<file path="config.mk">
export PLATFORM = sky130hd
export DESIGN_NAME = rtu_trigger_unit
export DESIGN_NICKNAME = d
export VERILOG_FILES = /design/src/core/rtu_trigger_unit.v
export VERILOG_INCLUDE_DIRS = /design/src /design/src/core
export SDC_FILE = /design/constraint.sdc
export NUM_CORES = 1
export LEC_CHECK = 0
export BUFFER_PORTS_ARGS = -buffer_cell sky130_fd_sc_hd__buf_2
export CELL_PAD_IN_SITES_DETAIL_PLACEMENT = 1
export CELL_PAD_IN_SITES_GLOBAL_PLACEMENT = 1
export CORE_MARGIN = 2
export CORE_UTILIZATION = 39
export CTS_BUF_LIST = sky130_fd_sc_hd__clkbuf_4
export DETAILED_ROUTE_END_ITERATION = 10
export GPL_TIMING_DRIVEN = 1
export PLACE_DENSITY_LB_ADDON = 0.25
export SLEW_MARGIN = 20
export SYNTH_ARGS = -nofsm -noshare
export SYNTH_HDL_FRONTEND = slang
export SYNTH_SLANG_ARGS = --single-unit
</file>
<file path="constraint.sdc">
create_clock -name clk -period 15.57 [get_ports clk]
set_clock_uncertainty 0.15 [all_clocks]
set_input_delay 3.114 -clock clk [delete_from_list [all_inputs] [get_ports clk]]
set_output_delay 3.114 -clock clk [all_outputs]
set_load 0.02 [all_outputs]
</file>
<file path="src/core/rtu_defines.vh">
// Register offsets, field positions, reset values and codes of the recorder trigger unit
`ifndef RTU_DEFINES_VH
`define RTU_DEFINES_VH
`define RTU_OFF_CTRL 12'h000
`define RTU_OFF_MODE 12'h004
`define RTU_OFF_SRC 12'h008
`define RTU_OFF_THR 12'h00c
`define RTU_OFF_PRE 12'h010
`define RTU_OFF_STAT 12'h014
`define RTU_OFF_IRQST 12'h018
`define RTU_OFF_IRQMSK 12'h01c
`define RTU_OFF_LIST 12'h020
`define RTU_OFF_PTR 12'h024
`define RTU_OFF_DEPTH 12'h028
`define RTU_OFF_RDIDX 12'h02c
`define RTU_CTRL_ARM 0
`define RTU_CTRL_STOP 1
`define RTU_CTRL_HOSTCMD 2
`define RTU_MODE_TYPE_LSB 0
`define RTU_MODE_SLOPE 2
`define RTU_MODE_FILL 3
`define RTU_TYPE_IMMEDIATE 2'h0
`define RTU_TYPE_COMMAND 2'h1
`define RTU_TYPE_CROSS 2'h2
`define RTU_TYPE_BOOL 2'h3
`define RTU_SRC_POS_ERR 3'h0
`define RTU_SRC_POS_CMD 3'h1
`define RTU_SRC_POS_FB 3'h2
`define RTU_SRC_VEL_CMD 3'h3
`define RTU_SRC_VEL_FB 3'h4
`define RTU_SRC_CUR_CMD 3'h5
`define RTU_SRC_CUR_FB 3'h6
`define RTU_SRC_MEM 3'h7
`define RTU_RST_SRC 3'h6
`define RTU_RST_PRE 7'h0a
`define RTU_PRE_MIN 7'h01
`define RTU_PRE_MAX 7'h64
`define RTU_SRC_LIST 32'h0000007f
`define RTU_IRQ_TRIG 0
`define RTU_IRQ_DONE 1
`define RTU_IRQ_REJ 2
`endif

</file>
<file path="src/core/rtu_trigger_unit.v">
// Recorder trigger and arming logic with an APB register slave
//
// The implementer's own choices: the register offsets and the APB interface to the registers.
`timescale 1ns/100ps
`include "rtu_defines.vh"

module rtu_trigger_unit #(
  parameter DW = 32,
  parameter AW = 16
) (
  input wire clk,
  input wire rst,
  input wire psel,
  input wire penable,
  input wire pwrite,
  input wire [11:0] paddr,
  input wire [31:0] pwdata,
  output reg [31:0] prdata,
  output reg pready,
  output reg pslverr,
  input wire sampleTick,
  input wire [DW-1:0] positionError,
  input wire [DW-1:0] positionCommand,
  input wire [DW-1:0] positionFeedback,
  input wire [DW-1:0] velocityCommand,
  input wire [DW-1:0] velocityFeedback,
  input wire [DW-1:0] currentCommand,
  input wire [DW-1:0] currentFeedback,
  input wire [DW-1:0] memoryValue,
  output reg [31:0] memoryPointer,
  output reg recordEnable,
  output reg [AW-1:0] writeIndex,
  output reg sampleWrite,
  output reg [AW-1:0] triggerIndex,
  output reg bufferClear,
  output reg captureDone,
  output reg armed,
  output reg irq
);

  localparam ST_IDLE = 2'h0;
  localparam ST_PRE = 2'h1;
  localparam ST_POST = 2'h2;

  reg [1:0] state_q;
  reg [1:0] trigMode_q;
  reg edgeDir_q;
  reg fillPolicy_q;
  reg [2:0] srcSel_q;
  reg [DW-1:0] threshold_q;
  reg [6:0] prePct_q;
  reg [AW-1:0] depth_q;
  reg [AW-1:0] readIndex_q;
  reg [AW-1:0] preCount_q;
  reg [AW-1:0] postCount_q;
  reg [AW-1:0] filled_q;
  reg [DW-1:0] prevSample_q;
  reg prevValid_q;
  reg [2:0] irqStat_q;
  reg [2:0] irqMask_q;

  wire apbWrite = psel & penable & pwrite & pready;
  wire apbRead = psel & penable & ~pwrite & pready;
  wire cfgHit = (paddr == `RTU_OFF_MODE) | (paddr == `RTU_OFF_SRC) | (paddr == `RTU_OFF_THR) |
                (paddr == `RTU_OFF_PRE) | (paddr == `RTU_OFF_PTR) | (paddr == `RTU_OFF_DEPTH);
  wire cfgWrite = apbWrite & cfgHit & ~armed;
  wire cfgReject = apbWrite & cfgHit & armed;
  wire ctrlWrite = apbWrite & (paddr == `RTU_OFF_CTRL);
  wire armCmd = ctrlWrite & pwdata[`RTU_CTRL_ARM];
  wire stopCmd = ctrlWrite & pwdata[`RTU_CTRL_STOP] & ~pwdata[`RTU_CTRL_ARM];
  // Any other host command is the trigger for mode 1
  wire hostCmd = apbWrite & ~armCmd;

  // Source selection; memory pointer path is the eighth entry
  reg [DW-1:0] srcValue;
  always @* begin
    case (srcSel_q)
      `RTU_SRC_POS_ERR: srcValue = positionError;
      `RTU_SRC_POS_CMD: srcValue = positionCommand;
      `RTU_SRC_POS_FB: srcValue = positionFeedback;
      `RTU_SRC_VEL_CMD: srcValue = velocityCommand;
      `RTU_SRC_VEL_FB: srcValue = velocityFeedback;
      `RTU_SRC_CUR_CMD: srcValue = currentCommand;
      `RTU_SRC_CUR_FB: srcValue = currentFeedback;
      default: srcValue = memoryValue;
    endcase
  end

  // Signed compare in the source's own units
  wire signed [DW-1:0] sNow = srcValue;
  wire signed [DW-1:0] sPrev = prevSample_q;
  wire signed [DW-1:0] sThr = threshold_q;
  wire riseHit = prevValid_q & (sPrev < sThr) & (sNow >= sThr);
  wire fallHit = prevValid_q & (sPrev > sThr) & (sNow <= sThr);
  wire crossHit = edgeDir_q ? riseHit : fallHit;
  wire boolHit = edgeDir_q ? (srcValue == {{(DW-1){1'b0}}, 1'b1}) : (srcValue == {DW{1'b0}});

  reg trigHit;
  always @* begin
    case (trigMode_q)
      `RTU_TYPE_IMMEDIATE: trigHit = 1'b1;
      `RTU_TYPE_COMMAND: trigHit = hostCmd;
      `RTU_TYPE_CROSS: trigHit = sampleTick & crossHit;
      default: trigHit = sampleTick & boolHit;
    endcase
  end

  // Buffer split; product is widened so 100% of a full depth does not wrap
  wire [AW+6:0] preProd = depth_q * prePct_q;
  wire [AW+6:0] preFull = preProd / 7'd100;
  wire useSplit = (trigMode_q == `RTU_TYPE_CROSS) | (trigMode_q == `RTU_TYPE_BOOL) |
                  (trigMode_q == `RTU_TYPE_COMMAND);
  wire [AW-1:0] preLen = useSplit ? preFull[AW-1:0] : {AW{1'b0}};
  wire [AW-1:0] postLen = depth_q - preLen;
  wire [AW-1:0] wrNext = (writeIndex + 1'b1 >= depth_q) ? {AW{1'b0}} : writeIndex + 1'b1;
  wire preReady = (filled_q >= preLen);
  wire lastPost = (postCount_q + 1'b1 >= postLen);

  // Capture state machine
  always @(posedge clk) begin
    if (rst) begin
      state_q <= ST_IDLE;
      armed <= 1'b0;
      captureDone <= 1'b0;
      recordEnable <= 1'b0;
      writeIndex <= {AW{1'b0}};
      sampleWrite <= 1'b0;
      triggerIndex <= {AW{1'b0}};
      bufferClear <= 1'b0;
      readIndex_q <= {AW{1'b0}};
      postCount_q <= {AW{1'b0}};
      filled_q <= {AW{1'b0}};
      prevSample_q <= {DW{1'b0}};
      prevValid_q <= 1'b0;
    end else begin
      bufferClear <= 1'b0;
      sampleWrite <= 1'b0;
      if (sampleTick) begin
        prevSample_q <= srcValue;
        prevValid_q <= 1'b1;
      end
      if (armCmd) begin
        state_q <= ST_PRE;
        armed <= 1'b1;
        captureDone <= 1'b0;
        bufferClear <= 1'b1;
        readIndex_q <= {AW{1'b0}};
        writeIndex <= {AW{1'b0}};
        filled_q <= {AW{1'b0}};
        postCount_q <= {AW{1'b0}};
        recordEnable <= 1'b1;
        prevValid_q <= 1'b0; // Fresh history so a stale sample cannot fake a crossing
      end else if (stopCmd) begin
        state_q <= ST_IDLE;
        armed <= 1'b0;
        recordEnable <= 1'b0;
      end else begin
        if (apbRead & (paddr == `RTU_OFF_RDIDX) & ~armed) begin
          readIndex_q <= readIndex_q + 1'b1;
        end
        case (state_q)
          ST_PRE: begin
            if (sampleTick) begin
              sampleWrite <= 1'b1;
              writeIndex <= wrNext;
              if (filled_q < depth_q) begin
                filled_q <= filled_q + 1'b1;
              end
            end
            // Trigger only counts once the pre-trigger part holds real data
            if (trigHit & preReady) begin
              state_q <= ST_POST;
              triggerIndex <= writeIndex;
            end
          end
          ST_POST: begin
            if (sampleTick) begin
              sampleWrite <= 1'b1;
              writeIndex <= wrNext;
              postCount_q <= postCount_q + 1'b1;
              if (lastPost) begin
                if (fillPolicy_q) begin
                  state_q <= ST_IDLE;
                  armed <= 1'b0;
                  captureDone <= 1'b1;
                  recordEnable <= 1'b0;
                end else begin
                  postCount_q <= {AW{1'b0}};
                end
              end
            end
          end
          default: begin
            state_q <= ST_IDLE;
          end
        endcase
      end
    end
  end

  // Configuration registers, frozen while armed
  always @(posedge clk) begin
    if (rst) begin
      trigMode_q <= `RTU_TYPE_IMMEDIATE;
      edgeDir_q <= 1'b0;
      fillPolicy_q <= 1'b0;
      srcSel_q <= `RTU_RST_SRC;
      threshold_q <= {DW{1'b0}};
      prePct_q <= `RTU_RST_PRE;
      depth_q <= {AW{1'b1}};
      memoryPointer <= 32'h00000000;
    end else if (cfgWrite) begin
      case (paddr)
        `RTU_OFF_MODE: begin
          trigMode_q <= pwdata[`RTU_MODE_TYPE_LSB+1:`RTU_MODE_TYPE_LSB];
          edgeDir_q <= pwdata[`RTU_MODE_SLOPE];
          fillPolicy_q <= pwdata[`RTU_MODE_FILL];
        end
        `RTU_OFF_SRC: srcSel_q <= pwdata[2:0];
        `RTU_OFF_THR: threshold_q <= pwdata[DW-1:0];
        `RTU_OFF_PRE: begin
          // Out-of-range percent is clamped into 1..100
          if (pwdata[6:0] < `RTU_PRE_MIN) begin
            prePct_q <= `RTU_PRE_MIN;
          end else if (pwdata[31:7] != 25'h0000000 || pwdata[6:0] > `RTU_PRE_MAX) begin
            prePct_q <= `RTU_PRE_MAX;
          end else begin
            prePct_q <= pwdata[6:0];
          end
        end
        `RTU_OFF_PTR: memoryPointer <= pwdata;
        `RTU_OFF_DEPTH: begin
          if (pwdata[AW-1:0] != {AW{1'b0}}) begin
            depth_q <= pwdata[AW-1:0];
          end
        end
        default: begin
        end
      endcase
    end
  end

  // Sticky interrupt status, set wins over write-one-to-clear
  wire [2:0] irqSet = {cfgReject, (state_q == ST_POST) & fillPolicy_q & sampleTick & lastPost & ~armCmd & ~stopCmd,
                       (state_q == ST_PRE) & trigHit & preReady & ~armCmd & ~stopCmd};
  wire [2:0] irqClr = (apbWrite & (paddr == `RTU_OFF_IRQST)) ? pwdata[2:0] : 3'h0;
  // Next mask value, so the line follows a mask write in the same edge and no stale level lingers
  wire [2:0] irqMask_d = (apbWrite & (paddr == `RTU_OFF_IRQMSK)) ? pwdata[2:0] : irqMask_q;
  always @(posedge clk) begin
    if (rst) begin
      irqStat_q <= 3'h0;
      irqMask_q <= 3'h0;
      irq <= 1'b0;
    end else begin
      irqStat_q <= (irqStat_q & ~irqClr) | irqSet;
      irqMask_q <= irqMask_d;
      irq <= |(((irqStat_q & ~irqClr) | irqSet) & irqMask_d);
    end
  end

  // APB slave: one wait state, so every access completes in the second access cycle
  always @(posedge clk) begin
    if (rst) begin
      pready <= 1'b0;
      pslverr <= 1'b0;
      prdata <= 32'h00000000;
    end else begin
      pready <= psel & penable & ~pready;
      pslverr <= 1'b0;
      if (psel & penable & ~pready) begin
        pslverr <= (pwrite & cfgHit & armed) | ~(cfgHit | (paddr == `RTU_OFF_CTRL) |
                   (paddr == `RTU_OFF_STAT) | (paddr == `RTU_OFF_IRQST) | (paddr == `RTU_OFF_IRQMSK) |
                   (paddr == `RTU_OFF_LIST) | (paddr == `RTU_OFF_RDIDX));
        case (paddr)
          `RTU_OFF_MODE: prdata <= {28'h0000000, fillPolicy_q, edgeDir_q, trigMode_q};
          `RTU_OFF_SRC: prdata <= {29'h00000000, srcSel_q};
          `RTU_OFF_THR: prdata <= threshold_q;
          `RTU_OFF_PRE: prdata <= {25'h0000000, prePct_q};
          `RTU_OFF_STAT: prdata <= {28'h0000000, state_q, armed, captureDone};
          `RTU_OFF_IRQST: prdata <= {29'h00000000, irqStat_q};
          `RTU_OFF_IRQMSK: prdata <= {29'h00000000, irqMask_q};
          `RTU_OFF_LIST: prdata <= `RTU_SRC_LIST;
          `RTU_OFF_PTR: prdata <= memoryPointer;
          `RTU_OFF_DEPTH: prdata <= {{(32-AW){1'b0}}, depth_q};
          `RTU_OFF_RDIDX: prdata <= {{(32-AW){1'b0}}, readIndex_q};
          default: prdata <= 32'h00000000;
        endcase
      end
    end
  end

endmodule

</file>
==> metrics.md, run 1 <==
| Metric | Value |
|---|---|
| Run status | complete, but fails checks |
| Violated checks | setup timing |
| CP bufs+invs | 19 |
| Slowest-stage cell, CP | fa_1 |
| Hold Path Class | flip-flop to flip-flop |
| CTS tree | built |
| Fin crit period | 17.87 ns |
| Die area | 63400 um2 |
| Starting Density | 39.6% |
| Clk slew on worst S/H paths | 0.08 ns |
| Clock root cell | clkbuf_4 |
| Final setup fails | 39 |
| Seq. cell area | 5130 um2 |
| Setup CP Type | flip-flop to flip-flop |
| Synthesized instance count | 3063 |
| H-tree levels | 2 |
| Syn Nets | 3628 |
| Vias per cell | 5.87 |
| Area leader, netlist | dfxtp_1 |
| Layout cell share with drive strength beyond 1 | 35.4% |
| P per Cell Area | 41.6 nW/um2 |
| First-pass GRT wire length | 172 mm |
| Vias post-DR | 27.6k |
| Commonest cells post-synth | nor2_1 (349), nand2_1 (326), a21oi_1 (255) |
| Slew at the pin with the worst max-slew slack | 1.31 ns |
| Overall power | 1.37 mW |
| Die width | 252 um |
| GPL Wtd Cong | 1.04 |
| Synth Area in Adders | 16.0% |
| Crit path arrival time | 18.43 ns |
| Unrepaired setup endpoints after global routing | true |
| Fmax | 56.0 MHz |
| Area of the multi-input gates | 19500 um2 |
| Fillers | 7406 |
| Flop2flop setup slack | -2.30 ns |
| Compound-Gate Fraction of Synth Area | 24.8% |
| WP data required | 16.13 ns |
| CP top delay family | compound AO/OA/AOI/OAI gates |
| Ys async rst share | 0% |
| Nets | 4428 |
| Hold_sp | sThr[14] |
| Total track usage | 34.7% |
| Buffers added on ports | 409 |
| Synthesized area | 24000 um2 |
| Synthesized flop and latch total | 254 |
| WL final | 115 mm |
| Critical Path Source Type | flip-flop |
| Final count of pins violating max slew | 0 |
| Register area share after synthesis | 21.2% |
| Yosys warns | 0 |
| # clock sinks | 254 |
| Cell mode on critical path | buf_4 |
| Fin. Hold Viols | 0 |
| Max_slew headroom | 12.4% |
| Clock insertion delay at the later pin of the skew report | 0.78 ns |
| Gr ovfl total | 0 |
| Iteration-0 DRC Markers | 2038 |
| Clk buf depth | 3 |
| CP Capture Type | flip-flop |
| Primary FF master, synth | dfxtp_1 |
| DRC viols | 0 |
| Leading cell type by number of instances after synthesis | nor2_1 |
| Cell variety after synth | 118 |
| Post-synthesis simple-gate area fraction | 22.9% |
| PnR worst setup slack | -2.30 ns |
| Maximum vdd drop | 0.0512 mV |
| Initial antenna violation count | 25 |
| Post-layout util | 54.3% |
| Area grow syn2layout | 37.4% |
| Hold WS | 0.325 ns |
| Final ANT Viol Nets | 0 |
| Max incr delay on CP | 0.60 ns |
| Final period util | 115% |
| Largest family of logic cells by synthesized area | compound AO/OA/AOI/OAI gates |
| HPWL after DPL | 88.6 mm |
| Synth top area cells | dfxtp_1 (21%), ha_1 (9.9%), fa_1 (5.8%) |
| Worst-path maximum fanout | 7 |
| EDFF count, synth | 0 |
| CTS buffer count | 61 |
| Cell row count | 90 |
| Total of max-cap violations | 0 |
| Ports | 410 |
| Yosys top cell area share | 21.2% |
| TritonRoute pass-1 iters | 6 |
| R2r startpoint | prePct_q[6] |
| Mux cell area share after synthesis | 5.27% |
| Die height | 252 um |
| Pin count of the biggest net entering global routing | 98 |
| CP Launch Point | prePct_q[6] |
| Core Region | 60600 um2 |
| Vias in the first global route | 28.8k |
| Wire per inst | 24.5 um |
| Leak | 14.6 nW |
| XOR/XNOR Fraction of Synth Area | 4.67% |
| Setup TNS | -73.55 ns |
| Average cell area after synthesis | 7.82 um2 |
==> final timing paths <==
path	endpoint	cells after the start
worst min-delay path	sThr[14]	2
worst max register to register	postCount_q[10]	89
worst max-delay path	postCount_q[10]	89
worst min register to register	sThr[14]	2
==> timing repair <==
item / 4_1_cts / 5_1_grt
hold buffers: 0 / 0
endpoints found under the setup margin: 39 / 39
pin swaps: 139 / 71
gates resized for setup: 226 / 106
buffers inserted: 86 / 30
gates cloned: 5 / 3
==> sequential cells by signal (all words and copies together), names as in the netlist, 7 cells and up <==
name / cells
depth_q: 16
prevSample_q: 32
readIndex_q: 16
writeIndex: 16
sThr: 32
triggerIndex: 16
prdata: 32
prePct_q: 7
postCount_q: 16
memoryPointer: 32
filled_q: 16
==> metrics by stage <==
stage	cell area [um2]	cells	setup WS, ns
final	32900	4706	-2.30
after global routing	32900	4698	-3.11
after CTS	32100	4664	-1.63
after detailed placement	29600	4460	-2.25
after global placement	29600	4460	-1.88
after floorplan	24500	3063	-0.567
==> cell type report <==
cell class                 instances  area share, %
multi-input combinational       2494           59.1
timing repair buffer             903           18.2
sequential                       254           15.6
tap                              782           2.97
clock buffer                      92           2.10
inverter                         149           1.70
clock inverter                    22          0.274
antenna                           10         0.0760
==> worst min-delay path, delay by kind of cell (launching register included) <==
family	cells	cell delay, ns
DFF	1	0.32
and+or+nand+nor	1	0.06
AOI/OAI and AO/OA	1	0.05
==> metal layers <==
metal  vias up  wire [um]  GRT usage (%)
met1     13900      49700           47.0
met5         -         67              0
met3       220       8320           5.92
li1      12700          -              -
met4        10       2830           8.30
met2       889      54400           57.5
==> cells in the final DEF (no fill, tap or decap), types with 31 or more instances in the layout <==
| cell type | instances |
|---|---|
| nand3_1 | 58 |
| nor2_1 | 336 |
| and2_1 | 79 |
| a21oi_2 | 40 |
| a22oi_1 | 67 |
| xnor2_1 | 49 |
| xor2_1 | 53 |
| o21ai_0 | 93 |
| clkbuf_4 | 92 |
| ha_1 | 176 |
| nand2_1 | 316 |
| and3_1 | 31 |
| mux2i_1 | 76 |
| o21ai_1 | 33 |
| a21o_1 | 38 |
| buf_4 | 457 |
| nand4_1 | 47 |
| a21oi_1 | 212 |
| dfxtp_1 | 236 |
| fa_1 | 66 |
| nand2b_1 | 39 |
| inv_1 | 137 |
| buf_2 | 410 |
| nor2b_1 | 43 |
==> report_power, final <==
group	switching, mW	internal, mW
registers	0.00353	0.653
clock network	0.294	0.270
logic	0.0867	0.0611
total	0.385	0.985
==> cell families (layout without fill, tap and decap cells) <==
logic type | after synthesis | after routing
multiplexers | 114 | 114
flip-flops | 254 | 254
XOR/XNOR | 118 | 118
AND/OR/NAND/NOR | 1145 | 1145
other | 0 | 10
buffers and inverters | 316 | 1166
adder cells (fa/ha/maj) | 265 | 265
AO/OA/AOI/OAI | 851 | 852
(Power assumes the default switching activity.)
==> run 2: changes to the inputs <==
ABC_AREA = 1   (was unset)
CORE_UTILIZATION = 37   (was 39)
==> run 2 against run 1 <==
- the run now ends clean
- global-route usage shrank 5.2 points
- critical path depth grew 38
- via count shrank 8.4%
- sequential power is essentially flat
- hold slack lost 0.031 ns
- die area shrank 1.7%
- total power grew 7.5%
- cell area shrank 13%
- cell count shrank 0.36%
- area after synthesis shrank 6.8%
==> metrics.md, run 2 <==
| Metric | Value |
|---|---|
| Vias post-DR | 25.3k |
| Reg power frac | 44.7% |
| Cell variety after synth | 61 |
| Commonest cells post-synth | nand2_1 (647), inv_1 (522), a21oi_1 (269) |
| Total of max-cap violations | 0 |
| Placed instance area | 26200 um2 |
| Setup TNS | 0 ns |
| Wire per inst | 20.8 um |
| Combinational share of power | 9.8% |
| Final count of pins violating max slew | 0 |
| Worst-path maximum fanout | 7 |
| Sw Ratio | 28.2% |
| Max_slew headroom | 30.6% |
| Internal | 1.06 mW |
| Final ANT Viol Nets | 0 |
| Dpl cells | 4506 |
| Clk slew on worst S/H paths | 0.07 ns |
| Ys async rst share | 0% |
| Synthesized area | 22300 um2 |
| H-tree levels | 3 |
| Average cell area after synthesis | 6.80 um2 |
| Vias per cell | 5.40 |
| Setup CP Type | flip-flop to flip-flop |
| Seq. cell area | 5130 um2 |
| Min-Delay Path Depth | 2 |
| Fin cells | 4689 |
| Fmax | 64.7 MHz |
| TritonRoute pass-1 iters | 5 |
| CP Capture Type | flip-flop |
| Hold_sp | triggerIndex[5] |
| CP top delay family | simple AND/OR/NAND/NOR gates |
| Ports | 410 |
| CP bufs+invs | 17 |
| CP Launch Point | prePct_q[1] |
| Fin. Hold Viols | 0 |
| Die height | 250 um |
| Buffers added on ports | 409 |
| Maximum vdd drop | 0.0580 mV |
| R2r startpoint | prePct_q[1] |
| Clock insertion delay at the later pin of the skew report | 0.81 ns |
| Unrepaired setup endpoints after global routing | true |
| Core Region | 60000 um2 |
| P per Cell Area | 51.2 nW/um2 |
| Leading cell type by number of instances after synthesis | nand2_1 |
| Final period util | 99.3% |
| Hold WS | 0.294 ns |
| Yosys warns | 0 |
| Clk buf depth | 3 |
| GPL Wtd Cong | 0.961 |
| # clock sinks | 254 |
| Most common cell after layout, fill and taps aside | nand2_1 |
| Reg2Reg Depth | 127 |
| Finished Cell Area | 28700 um2 |
| Cell row count | 90 |
| Iteration-0 DRC Markers | 1716 |
| Fillers | 7866 |
| Yosys top cell area share | 22.8% |
| WP data required | 16.14 ns |
| Pin count of the biggest net entering global routing | 100 |
| WL final | 97.4 mm |
| Leak | 14.2 nW |
| Primary FF master, synth | dfxtp_1 |
| Final setup fails | 0 |
| Hold Buf Count CTS | 0 |
| Slowest-stage cell, CP | fa_1 |
| Critical path depth | 127 |
| Area grow syn2layout | 28.5% |
| Most frequent cells in the layout | nand2_1 (589), inv_1 (509), buf_2 (410) |
| Die area | 62400 um2 |
| Register area share after synthesis | 22.8% |
| CTS tree | built |
| Slew at the pin with the worst max-slew slack | 1.03 ns |
| Total track usage | 29.5% |
| DRC viols | 0 |
| Clock root cell | clkbuf_4 |
| Cell mode on critical path | nand2_4 |
| Die width | 250 um |
| Initial antenna violation count | 27 |
| Area leader, netlist | dfxtp_1 |
| Clock power share | 45.4% |
| EDFF count, synth | 0 |
| Synthesized instance count | 3284 |
| Fin crit period | 15.46 ns |
| Sw Pwr | 0.415 mW |
| Synth top area cells | dfxtp_1 (23%), nand2_1 (11%), ha_1 (11%) |
| Vias in the first global route | 25.2k |
| Starting Density | 37.2% |
| First-pass GRT wire length | 145 mm |
| Layout cell share with drive strength beyond 1 | 27.3% |
| Hold Path Class | flip-flop to flip-flop |
| Crit path arrival time | 16.03 ns |
| Nets | 4411 |
| CTS buffer count | 75 |
| Synthesized flop and latch total | 254 |
| Area of the multi-input gates | 15900 um2 |
| Critical Path Source Type | flip-flop |
| Gr ovfl total | 0 |
| Max incr delay on CP | 0.51 ns |
| Syn Nets | 3849 |
| HPWL after DPL | 75.2 mm |
| Run status | complete, no violations |
run 2: worst paths after layout:
kind | to | slack (ns)
setup / recovery | irq | 0.11
hold / removal | triggerIndex[5] | 0.29
setup reg to reg | irq | 0.11
hold reg to reg | triggerIndex[5] | 0.29
run 2: cell families after synthesis:
group	count (synthesis)	share of synthesized area [%]
AND/OR/NAND/NOR	1290	26.3
AO/OA/AOI/OAI	736	20.1
buffers and inverters	680	11.4
adder cells (fa/ha/maj)	259	16.9
flip-flops	254	22.8
XOR/XNOR	65	2.55
run 2: final cells by class:
cell class / instances / area share [%]
Clock inverter: 22 / 0.497
Clock buffer: 106 / 2.77
Tap cell: 782 / 3.41
Timing Repair Buffer: 615 / 12.7
Multi-Input combinational cell: 2350 / 55.4
Antenna cell: 10 / 0.0871
Inverter: 550 / 7.20
Sequential cell: 254 / 17.9
run 2: power groups by stage:
stage | registers [mW] | clock network [mW] | logic, mW
2_1_floorplan | 0.673 | 0 | 0.0627
3_3_place_gp | 0.674 | 0 | 0.138
3_5_place_dp | 0.674 | 0 | 0.141
4_1_cts | 0.659 | 0.683 | 0.142
5_1_grt | 0.658 | 0.719 | 0.158
6_report | 0.658 | 0.669 | 0.145
run 2: what timing repair did:
action	CTS	global route
setup endpoints to repair	22	38
gates cloned	0	1
pin swaps	4	143
endpoints found under the hold margin	0	0
setup buffers	0	44
resized for setup	26	274
run 2: metal layers:
layer / global-route usage, % / wire length, um / part of all wire (%) / vias up
met5: 0 / 217 / 0.22 / -
met4: 7.38 / 2530 / 2.6 / 34
met3: 7.53 / 7300 / 7.5 / 176
met2: 49.1 / 46100 / 47 / 723
met1: 37.9 / 41200 / 42 / 12300
li1: - / - / - / 12100
run 2: tightest hold or removal path, cell delays in order (launching register included):
cell and delay (ns):
dfxtp_1 0.31, inv_1 0.05, a21oi_1 0.05
run 2: metrics by stage:
step	power, mW	util, %	worst slack [ns]
floorplan	0.736	-	1.23
global placement	0.812	43.6	-0.0985
CTS	1.48	45.2	0.00977
global route	1.54	47.8	-1.08
finish	1.47	47.9	0.110
detailed placement	0.816	43.6	-0.826
